<file path="src/shared/awd_pkg.sv">
// Purpose: Shared constants for the converter window detector block
// Assumes: 8-bit special-function-register bus, 16-bit limit and result words
// Notes: Every address, reset value, field position and mode code lives here

package awd_pkg;

  ////////////////////////////////////////////////////////////////////////////
  // Special-function-register addresses
  localparam logic [7:0] AWD_ADDR_UPPER_LOW = 8'hc3;
  localparam logic [7:0] AWD_ADDR_UPPER_HIGH = 8'hc4;
  localparam logic [7:0] AWD_ADDR_LOWER_LOW = 8'hc5;
  localparam logic [7:0] AWD_ADDR_LOWER_HIGH = 8'hc6;
  localparam logic [7:0] AWD_ADDR_CONTROL = 8'he8;

  ////////////////////////////////////////////////////////////////////////////
  // Reset values
  localparam logic [7:0] AWD_RST_UPPER = 8'hff;
  localparam logic [7:0] AWD_RST_LOWER = 8'h00;
  localparam logic [7:0] AWD_RST_CONTROL = 8'h00;
  localparam logic [7:0] AWD_UNMAPPED_READ = 8'h00;

  ////////////////////////////////////////////////////////////////////////////
  // Control register field positions
  localparam int AWD_BIT_ENABLE = 7;
  localparam int AWD_BIT_TRACK = 6;
  localparam int AWD_BIT_DONE = 5;
  localparam int AWD_BIT_BUSY = 4;
  localparam int AWD_BIT_WINDOW = 3;
  localparam int AWD_MODE_MSB = 2;
  localparam int AWD_MODE_LSB = 0;

  ////////////////////////////////////////////////////////////////////////////
  // Start-of-conversion source codes
  typedef enum logic [2:0] {
    AWD_START_SOFTWARE = 3'h0,
    AWD_START_AUX0 = 3'h1,
    AWD_START_AUX1 = 3'h2,
    AWD_START_AUX2 = 3'h3,
    AWD_START_EXTERNAL = 3'h4,
    AWD_START_TIMER3 = 3'h5,
    AWD_START_RSVD0 = 3'h6,
    AWD_START_RSVD1 = 3'h7
  } awd_start_type;

  localparam int AWD_AUX_SOURCES = 3;

endpackage : awd_pkg

</file>
<file path="src/rtl/awd_start_sel.sv">
// Purpose: Picks the start-of-conversion source and issues one start pulse
// Assumes: External start pin is asynchronous; timer and aux strobes are on i_clk_sys
// Notes: Start pulse comes from a flip-flop, two to three cycles after a pin edge

`timescale 1ns/1ps
`default_nettype none

module awd_start_sel
  import awd_pkg::*;
(
  // Clock and reset
  input wire logic i_clk_sys,
  input wire logic i_rst_b,
  // Source selection and triggers
  input wire logic [2:0] i_mode,
  input wire logic i_sw_start,
  input wire logic i_ext_pin,
  input wire logic i_timer3_ovf,
  input wire logic [AWD_AUX_SOURCES-1:0] i_aux_ovf,
  // Start strobe
  output logic o_start
);

  logic sync1_reg;
  logic sync2_reg;
  logic sync3_reg;
  logic ext_rise;
  logic start_next;

  ////////////////////////////////////////////////////////////////////////////
  // Two-flop synchroniser; the third flop only serves the edge detector
  always_ff @(posedge i_clk_sys or negedge i_rst_b) begin
    if (!i_rst_b) begin
      sync1_reg <= 1'b0;
      sync2_reg <= 1'b0;
      sync3_reg <= 1'b0;
    end else begin
      sync1_reg <= i_ext_pin;
      sync2_reg <= sync1_reg;
      sync3_reg <= sync2_reg;
    end
  end

  assign ext_rise = sync2_reg & ~sync3_reg;

  // Source mux; reserved codes never start anything
  always_comb begin
    start_next = 1'b0;
    case (awd_start_type'(i_mode))
      AWD_START_SOFTWARE: start_next = i_sw_start;
      AWD_START_AUX0: start_next = i_aux_ovf[0];
      AWD_START_AUX1: start_next = i_aux_ovf[1];
      AWD_START_AUX2: start_next = i_aux_ovf[2];
      AWD_START_EXTERNAL: start_next = ext_rise;
      AWD_START_TIMER3: start_next = i_timer3_ovf;
      default: start_next = 1'b0;
    endcase
  end

  always_ff @(posedge i_clk_sys or negedge i_rst_b) begin
    if (!i_rst_b) begin
      o_start <= 1'b0;
    end else begin
      o_start <= start_next;
    end
  end

  a_timer3_start: assert property (
    @(posedge i_clk_sys) disable iff (!i_rst_b)
    (i_mode == AWD_START_TIMER3 && i_timer3_ovf) |=> o_start)
    else $error("timer 3 overflow did not start a conversion");

  a_pin_edge_start: assert property (
    @(posedge i_clk_sys) disable iff (!i_rst_b)
    (i_mode == AWD_START_EXTERNAL && $stable(i_mode) && sync2_reg && !sync3_reg)
    |=> o_start)
    else $error("external pin rising edge did not start a conversion");

endmodule : awd_start_sel

`default_nettype wire

</file>
<file path="src/rtl/awd_top.sv">
// Purpose: Window comparator and start-source control of a 10-bit converter
// Assumes: Result word and its done strobe come from the conversion core
// Notes: Registers sit on the special-function-register bus at fixed addresses

`timescale 1ns/1ps
`default_nettype none

module awd_top
  import awd_pkg::*;
#(
  parameter int DATA_WIDTH = 16
) (
  // Clock and reset
  input wire logic i_clk_sys,
  input wire logic i_rst_b,
  // Special-function-register bus
  input wire logic [7:0] i_sfr_addr,
  input wire logic i_sfr_wr,
  input wire logic [7:0] i_sfr_wdata,
  output logic [7:0] o_sfr_rdata,
  // Conversion core
  input wire logic [DATA_WIDTH-1:0] i_result_data,
  input wire logic i_result_valid,
  output logic o_convert_start,
  output logic o_adc_enable,
  output logic o_track_delayed,
  // Start triggers
  input wire logic i_ext_convert_start_pin,
  input wire logic i_timer3_ovf,
  input wire logic [AWD_AUX_SOURCES-1:0] i_aux_ovf,
  // Status
  output logic o_window_match_flag,
  output logic o_conversion_done_flag,
  output logic o_busy
);

  logic [7:0] upper_high_reg;
  logic [7:0] upper_low_reg;
  logic [7:0] lower_high_reg;
  logic [7:0] lower_low_reg;
  logic enable_reg;
  logic track_reg;
  logic done_reg;
  logic busy_reg;
  logic window_reg;
  logic [2:0] mode_reg;
  logic [7:0] rdata_next;
  logic [7:0] control_value;
  logic [15:0] upper_word;
  logic [15:0] lower_word;
  logic [15:0] result_word;
  logic window_hit;
  logic start_pulse;
  logic sw_start;
  logic wr_upper_high;
  logic wr_upper_low;
  logic wr_lower_high;
  logic wr_lower_low;
  logic wr_control;

  ////////////////////////////////////////////////////////////////////////////
  // Address decode
  always_comb begin
    wr_upper_high = 1'b0;
    wr_upper_low = 1'b0;
    wr_lower_high = 1'b0;
    wr_lower_low = 1'b0;
    wr_control = 1'b0;
    if (i_sfr_addr == AWD_ADDR_UPPER_HIGH) begin
      wr_upper_high = i_sfr_wr;
    end else if (i_sfr_addr == AWD_ADDR_UPPER_LOW) begin
      wr_upper_low = i_sfr_wr;
    end else if (i_sfr_addr == AWD_ADDR_LOWER_HIGH) begin
      wr_lower_high = i_sfr_wr;
    end else if (i_sfr_addr == AWD_ADDR_LOWER_LOW) begin
      wr_lower_low = i_sfr_wr;
    end else if (i_sfr_addr == AWD_ADDR_CONTROL) begin
      wr_control = i_sfr_wr;
    end
  end

  ////////////////////////////////////////////////////////////////////////////
  // Limit registers
  always_ff @(posedge i_clk_sys or negedge i_rst_b) begin
    if (!i_rst_b) begin
      upper_high_reg <= AWD_RST_UPPER;
      upper_low_reg <= AWD_RST_UPPER;
      lower_high_reg <= AWD_RST_LOWER;
      lower_low_reg <= AWD_RST_LOWER;
    end else begin
      if (wr_upper_high) begin
        upper_high_reg <= i_sfr_wdata;
      end
      if (wr_upper_low) begin
        upper_low_reg <= i_sfr_wdata;
      end
      if (wr_lower_high) begin
        lower_high_reg <= i_sfr_wdata;
      end
      if (wr_lower_low) begin
        lower_low_reg <= i_sfr_wdata;
      end
    end
  end

  // High byte above low byte forms each 16-bit limit word
  assign upper_word = {upper_high_reg, upper_low_reg};
  assign lower_word = {lower_high_reg, lower_low_reg};
  assign result_word = 16'(i_result_data);

  ////////////////////////////////////////////////////////////////////////////
  // Window compare; no polarity bit, the limit ordering picks inside/outside
  always_comb begin
    if (lower_word > upper_word) begin
      window_hit = (result_word > upper_word) && (result_word < lower_word);
    end else begin
      window_hit = (result_word < lower_word) || (result_word > upper_word);
    end
  end

  ////////////////////////////////////////////////////////////////////////////
  // Control register: mode and option bits
  always_ff @(posedge i_clk_sys or negedge i_rst_b) begin
    if (!i_rst_b) begin
      enable_reg <= AWD_RST_CONTROL[AWD_BIT_ENABLE];
      track_reg <= AWD_RST_CONTROL[AWD_BIT_TRACK];
      mode_reg <= AWD_RST_CONTROL[AWD_MODE_MSB:AWD_MODE_LSB];
    end else if (wr_control) begin
      enable_reg <= i_sfr_wdata[AWD_BIT_ENABLE];
      track_reg <= i_sfr_wdata[AWD_BIT_TRACK];
      mode_reg <= i_sfr_wdata[AWD_MODE_MSB:AWD_MODE_LSB];
    end
  end

  // Writing one to busy in software mode is the start request
  assign sw_start = wr_control && i_sfr_wdata[AWD_BIT_BUSY]
                    && (mode_reg == AWD_START_SOFTWARE);

  // Sticky window flag: a hit in the clearing cycle wins so no event is lost
  always_ff @(posedge i_clk_sys or negedge i_rst_b) begin
    if (!i_rst_b) begin
      window_reg <= AWD_RST_CONTROL[AWD_BIT_WINDOW];
    end else if (i_result_valid && window_hit) begin
      window_reg <= 1'b1;
    end else if (wr_control) begin
      window_reg <= i_sfr_wdata[AWD_BIT_WINDOW];
    end
  end

  // Conversion-complete flag, same set-over-clear priority
  always_ff @(posedge i_clk_sys or negedge i_rst_b) begin
    if (!i_rst_b) begin
      done_reg <= AWD_RST_CONTROL[AWD_BIT_DONE];
    end else if (i_result_valid) begin
      done_reg <= 1'b1;
    end else if (wr_control) begin
      done_reg <= i_sfr_wdata[AWD_BIT_DONE];
    end
  end

  // Busy rises with the start strobe and falls when the result arrives
  always_ff @(posedge i_clk_sys or negedge i_rst_b) begin
    if (!i_rst_b) begin
      busy_reg <= AWD_RST_CONTROL[AWD_BIT_BUSY];
    end else if (start_pulse) begin
      busy_reg <= 1'b1;
    end else if (i_result_valid) begin
      busy_reg <= 1'b0;
    end
  end

  ////////////////////////////////////////////////////////////////////////////
  // Start source selection
  awd_start_sel u_start_sel (
    .i_clk_sys(i_clk_sys),
    .i_rst_b(i_rst_b),
    .i_mode(mode_reg),
    .i_sw_start(sw_start),
    .i_ext_pin(i_ext_convert_start_pin),
    .i_timer3_ovf(i_timer3_ovf),
    .i_aux_ovf(i_aux_ovf),
    .o_start(start_pulse)
  );

  ////////////////////////////////////////////////////////////////////////////
  // Read path, registered so the bus sees data one cycle after the address
  always_comb begin
    control_value = {enable_reg, track_reg, done_reg, busy_reg, window_reg, mode_reg};
    if (i_sfr_addr == AWD_ADDR_UPPER_HIGH) begin
      rdata_next = upper_high_reg;
    end else if (i_sfr_addr == AWD_ADDR_UPPER_LOW) begin
      rdata_next = upper_low_reg;
    end else if (i_sfr_addr == AWD_ADDR_LOWER_HIGH) begin
      rdata_next = lower_high_reg;
    end else if (i_sfr_addr == AWD_ADDR_LOWER_LOW) begin
      rdata_next = lower_low_reg;
    end else if (i_sfr_addr == AWD_ADDR_CONTROL) begin
      rdata_next = control_value;
    end else begin
      rdata_next = AWD_UNMAPPED_READ;
    end
  end

  always_ff @(posedge i_clk_sys or negedge i_rst_b) begin
    if (!i_rst_b) begin
      o_sfr_rdata <= AWD_UNMAPPED_READ;
    end else begin
      o_sfr_rdata <= rdata_next;
    end
  end

  // Remaining outputs, each from its own flop
  always_ff @(posedge i_clk_sys or negedge i_rst_b) begin
    if (!i_rst_b) begin
      o_convert_start <= 1'b0;
      o_adc_enable <= 1'b0;
      o_track_delayed <= 1'b0;
      o_window_match_flag <= 1'b0;
      o_conversion_done_flag <= 1'b0;
      o_busy <= 1'b0;
    end else begin
      o_convert_start <= start_pulse;
      o_adc_enable <= enable_reg;
      o_track_delayed <= track_reg;
      o_window_match_flag <= window_reg;
      o_conversion_done_flag <= done_reg;
      o_busy <= busy_reg;
    end
  end

  ////////////////////////////////////////////////////////////////////////////
  // Checks
  a_inside_window: assert property (
    @(posedge i_clk_sys) disable iff (!i_rst_b)
    (i_result_valid && lower_word > upper_word && result_word > upper_word
     && result_word < lower_word) |=> ##1 o_window_match_flag)
    else $error("inside-window result did not raise the flag");

  a_outside_window: assert property (
    @(posedge i_clk_sys) disable iff (!i_rst_b)
    (i_result_valid && lower_word <= upper_word && result_word < lower_word)
    |=> window_reg)
    else $error("result below lower limit did not raise the flag");

  a_no_false_hit: assert property (
    @(posedge i_clk_sys) disable iff (!i_rst_b)
    (!window_reg && !(i_result_valid && window_hit) && !(wr_control
     && i_sfr_wdata[AWD_BIT_WINDOW])) |=> !window_reg)
    else $error("window flag set without a match");

  a_flag_sticky: assert property (
    @(posedge i_clk_sys) disable iff (!i_rst_b)
    (window_reg && !wr_control) |=> window_reg)
    else $error("window flag dropped without a software write");

  a_upper_limit_write: assert property (
    @(posedge i_clk_sys) disable iff (!i_rst_b)
    (i_sfr_wr && i_sfr_addr == AWD_ADDR_UPPER_HIGH) |=> ##1
    (o_sfr_rdata == $past(i_sfr_wdata, 2) || $past(i_sfr_addr) != AWD_ADDR_UPPER_HIGH
     || $past(i_sfr_wr)))
    else $error("upper limit high byte did not read back");

  a_limit_words: assert property (
    @(posedge i_clk_sys) disable iff (!i_rst_b)
    (i_sfr_wr && i_sfr_addr == AWD_ADDR_LOWER_LOW) |=>
    lower_word[7:0] == $past(i_sfr_wdata) && lower_word[15:8] == $past(lower_high_reg))
    else $error("lower limit low byte not stored in bits 7:0");

  a_low_byte_upper: assert property (
    @(posedge i_clk_sys) disable iff (!i_rst_b)
    (i_sfr_wr && i_sfr_addr == AWD_ADDR_UPPER_LOW) |=> upper_word[7:0] == $past(i_sfr_wdata))
    else $error("upper limit low byte not stored in bits 7:0");

  a_lower_high_byte: assert property (
    @(posedge i_clk_sys) disable iff (!i_rst_b)
    (i_sfr_wr && i_sfr_addr == AWD_ADDR_LOWER_HIGH) |=> lower_word[15:8] == $past(i_sfr_wdata))
    else $error("lower limit high byte not stored in bits 15:8");

  a_sw_start_busy: assert property (
    @(posedge i_clk_sys) disable iff (!i_rst_b)
    sw_start |=> ##1 busy_reg)
    else $error("software start did not raise busy");

  a_result_checked: assert property (
    @(posedge i_clk_sys) disable iff (!i_rst_b)
    (i_result_valid && window_hit) |=> window_reg ##1 o_window_match_flag)
    else $error("result hit not reflected on the flag output");

endmodule : awd_top

`default_nettype wire

</file>
<file path="config.mk">
export PLATFORM = sky130hd
export DESIGN_NAME = awd_top
export DESIGN_NICKNAME = d
export VERILOG_FILES = /design/src/shared/awd_pkg.sv /design/src/rtl/awd_start_sel.sv /design/src/rtl/awd_top.sv
export SDC_FILE = /design/constraint.sdc
export NUM_CORES = 1
export LEC_CHECK = 0
export BUFFER_PORTS_ARGS = -buffer_cell sky130_fd_sc_hd__clkbuf_2
export CELL_PAD_IN_SITES_DETAIL_PLACEMENT = 1
export CELL_PAD_IN_SITES_GLOBAL_PLACEMENT = 1
export CORE_MARGIN = 2
export CORE_UTILIZATION = 45
export CTS_CLUSTER_DIAMETER = 120
export DETAILED_ROUTE_END_ITERATION = 10
export PLACE_DENSITY_LB_ADDON = 0.1
export SLEW_MARGIN = 10
export SYNTH_ARGS = -nofsm -noshare
export SYNTH_HDL_FRONTEND = slang
export SYNTH_SLANG_ARGS = --single-unit
</file>
<file path="constraint.sdc">
create_clock -name i_clk_sys -period 2.71 [get_ports i_clk_sys]
set_input_delay 0.4065 -clock i_clk_sys [delete_from_list [all_inputs] [get_ports i_clk_sys]]
set_output_delay 0.4065 -clock i_clk_sys [all_outputs]
set_load 0.05 [all_outputs]
</file>
==> reports/qor.csv, run 1 <==
metric,value,unit
power_leakage,2.019,nW
area_growth,16.81,%
die_w,92.93,um
grt_pass1_wl,15660,um
synth_compound_area_share,15.40,%
switching_share,28.67,%
layout_min_cycle_time,2.226,ns
drtIter0Drc,100,
crit_path_max_incr_delay,0.57,ns
dr_total_vias,2802,
grt_usage,24.06,%
post_cts_resized,0,
period_share,82.12,%
drtAntennaViolNets,0,
first_pass_iters,4,
ys_seq_elements,58,
diodes,0,
synth_xor_area_share,0,%
status,"finished, final reports clean",
io_buffer_count,54,
dp_hpwl,7583,um
cp_max_fo,3,
final_cell_area,4156,sq um
start_kind,flip-flop,
clk_latency,0.34,ns
grt-ovfl-total,0,
path_clk_slew,0.06,ns
reg2reg_depth,8,
synth_top_family_by_area,adder cells,
netlist_area,3558,sq um
vdd_drop_max,0.3080,mV
final_net_count,484,
path_class,reg -> reg,
synth_area_per_cell,10.78,sq um
core_area,7687,sq um
num-fill-cells,902,
cp.required,2.92,ns
worstMarginPinSlew,0.7889,ns
initial_core_util,46.29,%
first_global_vias,2957,
cap_violations,0,
htree_levels,3,
synth_fa_ha_area_share,16.53,%
fmax,449.3,MHz
place_area,3983,sq um
fin_tns_setup,0,ns
p_clk_share,35.2,%
slowest_stage,dfstp_2,
finalSetupViolations,0,
ys_seq_area_share,41.35,%
numCtsBuffers,9,
synth.yosys.warnings,0,
io_pins,55,
fin_skew,0.007367,ns
r2r-end,window_reg,
fin_util,54.07,%
syn-instance-count,330,
hold_path_class,in -> async,
syn_nets,418,
crit_arrival,2.44,ns
root_buffer,clkbuf_8,
gp_congestion,0.8452,
path_cells,inv_1 -> ha_1 -> nand4_1 -> nor3_1 -> nand2_1 -> o211a_1 -> a211oi_1 -> o221ai_1,
grt_max_degree,31,
vias_per_cell,5.571,
timing.reg2reg.setup_slack,0.48,ns
dieHeight,92.93,um
ys_types,41,
postCtsHoldBufs,0,
drive_gt1_share,33.42,%
tritoncts,built,
die_area,8635,sq um
routed_wl,9590,um
clkSinkCount,58,
power.internal,1.433,mW
slew_viol_final,0,
cellPowerDensity,483.5,nW/um^2
antenna_found_initial,0,
drc,0,
synth.area.mux_share,12.27,%
wl_per_cell,19.07,um
p_comb_share,17.4,%
hold_viol,0,
postCtsSetupBuffers,0,
r2r-start,upper_high_reg[7],
synthSimpleGateAreaFrac,9.669,%
cts.path.max_buffers,2,
relSlewSlack,47.41,%
power.switching,0.5762,mW
cp-end-kind,flip-flop,
placementRows,32,
pwr-share-seq,47.4,%
rsz0062_at_grt,no,
total_power,2.010,mW
-- power groups by stage --
stage	logic, mW	clock network [mW]	registers (mW)
after floorplan	0.199	0	0.970
after global placement	0.331	0	0.965
after detailed placement	0.352	0	0.966
after CTS	0.355	0.725	0.952
after global routing	0.401	0.763	0.957
final	0.350	0.707	0.953
-- worst max-delay path by stage --
stage / startpoint / endpoint / slack (ns) / depth (start not counted)
3_3_place_gp: i_sfr_addr[4] / lower_low_reg[7] / 0.42 / 6
4_1_cts: upper_high_reg[7] / window_reg / 0.48 / 8
2_1_floorplan: upper_high_reg[2] / window_reg / 0.71 / 6
5_1_grt: upper_high_reg[6] / window_reg / 0.32 / 8
3_5_place_dp: i_sfr_addr[4] / lower_low_reg[1] / 0.35 / 6
6_report: upper_high_reg[7] / window_reg / 0.48 / 8
-- Yosys cell counts (all sizes together) --
cell / count / area [sq um]
inv: 37 / 138.9
a21o: 9 / 67.56
o21bai: 1 / 7.510
nand4: 7 / 43.79
o31ai: 1 / 7.510
or4: 1 / 7.510
ha: 47 / 588.1
o311ai: 1 / 8.760
clkbuf: 1 / 5.000
a221oi: 6 / 52.55
a22oi: 8 / 60.06
dfstp: 16 / 420.4
nor3: 8 / 67.56
nor2b: 2 / 12.51
o21a: 1 / 7.510
o221ai: 1 / 8.760
nand3b: 1 / 7.510
buf: 4 / 26.27
a211oi: 3 / 22.52
mux2: 37 / 416.7
nand2: 25 / 93.84
a21oi: 18 / 90.09
or3: 2 / 12.51
o211ai: 4 / 57.55
a32oi: 3 / 26.28
o22ai: 1 / 6.260
nor2: 6 / 25.03
mux2i: 2 / 20.02
a2111oi: 1 / 8.760
nand2b: 3 / 18.77
dfrtp: 42 / 1051
o211a: 1 / 10.01
o21ai: 19 / 95.09
nand3: 10 / 55.05
a2111o: 1 / 11.26
-- layout by cell type (no fill, tap or decap), types with 6 or more instances in the layout --
master    Yosys  routed
dfrtp_1      42      42
a22oi_1       8       8
mux2_2       37      37
inv_1        37      37
clkbuf_2      1      54
ha_1         47      47
a21oi_1      18      18
clkbuf_8      0      11
nand3_1       9       9
nand4_1       7       7
dfstp_2      16      16
a221oi_1      6       6
a21o_1        9       9
o21ai_0      19      19
nand2_1      25      25
-- critical path: cells and delay by family, from the launching register on --
family          cells  cell delay (ns)
compound gates      3             0.62
fa+ha+maj           1             0.29
buf+inv             1             0.08
flops               1             0.57
simple gates        3             0.55
-- kinds of logic after synthesis --
group	Yosys count
AO/OA/AOI/OAI	79
AND/OR/NAND/NOR	65
flip-flops	58
adder cells (fa/ha/maj)	47
buffers and inverters	42
multiplexers	39
-- layer usage --
metal	vias to the layer above	wire length, um	GRT usage, %	part of all wire (%)
met4	0	114	5.760	1.2
met5	-	0	0	0
met1	1400	4339	31.40	45
met3	12	231	4.882	2.4
li1	1348	-	-	-
met2	42	4904	41.06	51
-- layout make-up --
cell class              count  area (sq um)  area share, %
well taps                 102         127.6          3.070
clock inverters             3         15.01         0.3612
clock buffers              13         158.9          3.823
flip-flops and latches     58          1471          35.40
repair buffers             60         327.8          7.887
inverters                  37         138.9          3.341
multi-input cells         230          1917          46.12
-- metrics by stage --
step	hold slack (ns)	cells	worst slack, ns
6_report	0.1300	503	0.4844
5_1_grt	0.1641	503	0.3213
4_1_cts	0.1415	503	0.4828
3_5_place_dp	0.3442	487	0.3500
3_3_place_gp	0.3379	487	0.4209
2_1_floorplan	0.1109	330	0.7065
Note: power is estimated with default switching activity, not from simulation.
==> inputs of run 2 (changes only) <==
--- a/config.mk
+++ b/config.mk
@@ -9,7 +9,7 @@
 export CELL_PAD_IN_SITES_DETAIL_PLACEMENT = 1
 export CELL_PAD_IN_SITES_GLOBAL_PLACEMENT = 1
 export CORE_MARGIN = 2
-export CORE_UTILIZATION = 45
+export CORE_UTILIZATION = 41
 export CTS_CLUSTER_DIAMETER = 120
 export DETAILED_ROUTE_END_ITERATION = 10
 export PLACE_DENSITY_LB_ADDON = 0.1
==> constraint.sdc (replaced) <==
create_clock -name i_clk_sys -period 2 [get_ports i_clk_sys]
set_input_delay 0.3 -clock i_clk_sys [delete_from_list [all_inputs] [get_ports i_clk_sys]]
set_output_delay 0.3 -clock i_clk_sys [all_outputs]
set_load 0.05 [all_outputs]
==> reports/qor.csv, run 2 (synthesized netlist as in run 1, its figures left out) <==
metric,value,unit
status,"complete, but fails checks",
violations,setup timing,
reg2reg_depth,6,
hp-start,i_ext_convert_start_pin,
clkSinkCount,58,
grt_max_degree,37,
r2r-end,window_reg,
drtIter0Drc,72,
relSlewSlack,59.71,%
diodes,0,
core_area,8299,sq um
num-fill-cells,929,
vdd_drop_max,0.5254,mV
io_pins,55,
cellPowerDensity,652.1,nW/um^2
min_delay_path_depth,1,
drive_gt1_share,47.97,%
grt-ovfl-total,0,
finalSetupViolations,1,
wl_per_cell,18.99,um
dieHeight,97.16,um
total_power,3.103,mW
r2r-start,upper_low_reg[7],
area_growth,33.72,%
layout_commonest_cell,clkbuf_2,
path_clk_slew,0.07,ns
cap_violations,0,
wl_met1,4426,um
tritoncts,built,
placementRows,33,
routed_wl,10420,um
io_buffer_count,54,
gp_congestion,0.8533,
top_layer_used,met4,
vias_per_cell,5.426,
cts.path.max_buffers,2,
final_cells,549,
grt_usage,23.65,%
die_w,97.16,um
path_class,reg -> reg,
drtAntennaViolNets,0,
cp-end-kind,flip-flop,
slew_viol_final,0,
start_kind,flip-flop,
multi_input_area,2133,sq um
power_leakage,2.269,nW
dp_cells,530,
numCtsBuffers,9,
hold_viol,0,
worstMarginPinSlew,0.6043,ns
clk_latency,0.34,ns
hold_path_class,in -> reg,
initial_core_util,42.88,%
cp_max_fo,3,
period_share,106.3,%
dp_hpwl,8103,um
root_buffer,clkbuf_8,
rsz0062_at_grt,yes,
first_pass_iters,4,
die_area,9440,sq um
dr_total_vias,2979,
mostFrequentLayoutCells,"clkbuf_2, buf_4, dfrtp_1",
antenna_found_initial,0,
htree_levels,3,
final_net_count,527,
min_to,u_start_sel.sync1_reg,
fin_skew,0.007617,ns
crit_arrival,2.34,ns
cp.required,2.22,ns
routed-wl-met2,5381,um
grt_pass1_wl,17170,um
ff_latch_area,1471,sq um
setup_ws,-0.1255,ns
wl_met3,361,um
drc,0,
fmax,470.5,MHz
timing.reg2reg.setup_slack,-0.13,ns
first_global_vias,3269,
layout_min_cycle_time,2.125,ns
## run 2: cell types whose count changed in the layout (fill, tap and decap cells not counted), moves of 12 or more
cell,change
buf_4,+41
ha_1,-14
ha_4,+14
inv_1,-12
inv_2,+12
## run 2: final cells by class
type / count / area share [%]
sequential: 58 / 30.92
timing repair buffer: 103 / 13.99
inverter: 37 / 2.919
tap: 105 / 2.761
clock inverter: 7 / 1.972
clock buffer: 9 / 2.603
multi-input combinational: 230 / 44.83
## run 2: metrics by stage
stage               hold WS [ns]  setup TNS, ns  setup slack, ns  area, sq um  utilization, %
floorplan               0.004409              0          0.02487         3558               -
finish                   0.06239        -0.1255          -0.1255         4758           57.33
detailed placement        0.3284         -2.506          -0.2041         4299           51.80
CTS                      0.04999       -0.03902         -0.03902         4720           56.87
global placement          0.3220         -1.628          -0.1546         4299           51.80
global route             0.04883        -0.2240          -0.2240         4758           57.33
## run 2: metal layers
layer  track usage [%]  vias to the layer above
met3             5.324                       24
met2             41.93                       58
met4             8.342                        0
met1             28.09                     1462
li1                  -                     1435
met5                 0                        -
## run 2: worst max-delay path by stage
stage               slack (ns)    endpoint               from  cells after the start
global route             -0.22  window_reg   upper_low_reg[7]                      8
detailed placement       -0.20  window_reg      i_sfr_addr[1]                      6
CTS                      -0.04  window_reg   upper_low_reg[6]                      6
finish                   -0.13  window_reg   upper_low_reg[7]                      6
global placement         -0.15  window_reg      i_sfr_addr[0]                      6
floorplan                 0.02  window_reg  upper_high_reg[2]                      6
## run 2: power by group
group          total (mW)  internal, mW  leakage (nW)  switching, mW
registers            1.29          1.24         0.718         0.0483
clock network        1.19         0.698         0.105          0.494
logic               0.626         0.280          1.45          0.346
total                3.10          2.22          2.27          0.888
## run 2: critical path, stage by stage (launching register included)
cell      delay (ns)
dfstp_2         0.54
inv_2           0.06
ha_4            0.26
nand4_1         0.17
or4_4           0.60
a211oi_2        0.26
o221ai_2        0.11
## run 2: timing repair
action	4_1_cts	5_1_grt
hold endpoints to repair	21	0
setup endpoints to repair	1	1
resized for setup	33	5
pin swaps	14	9
setup buffers	1	1
hold buffers	1	0
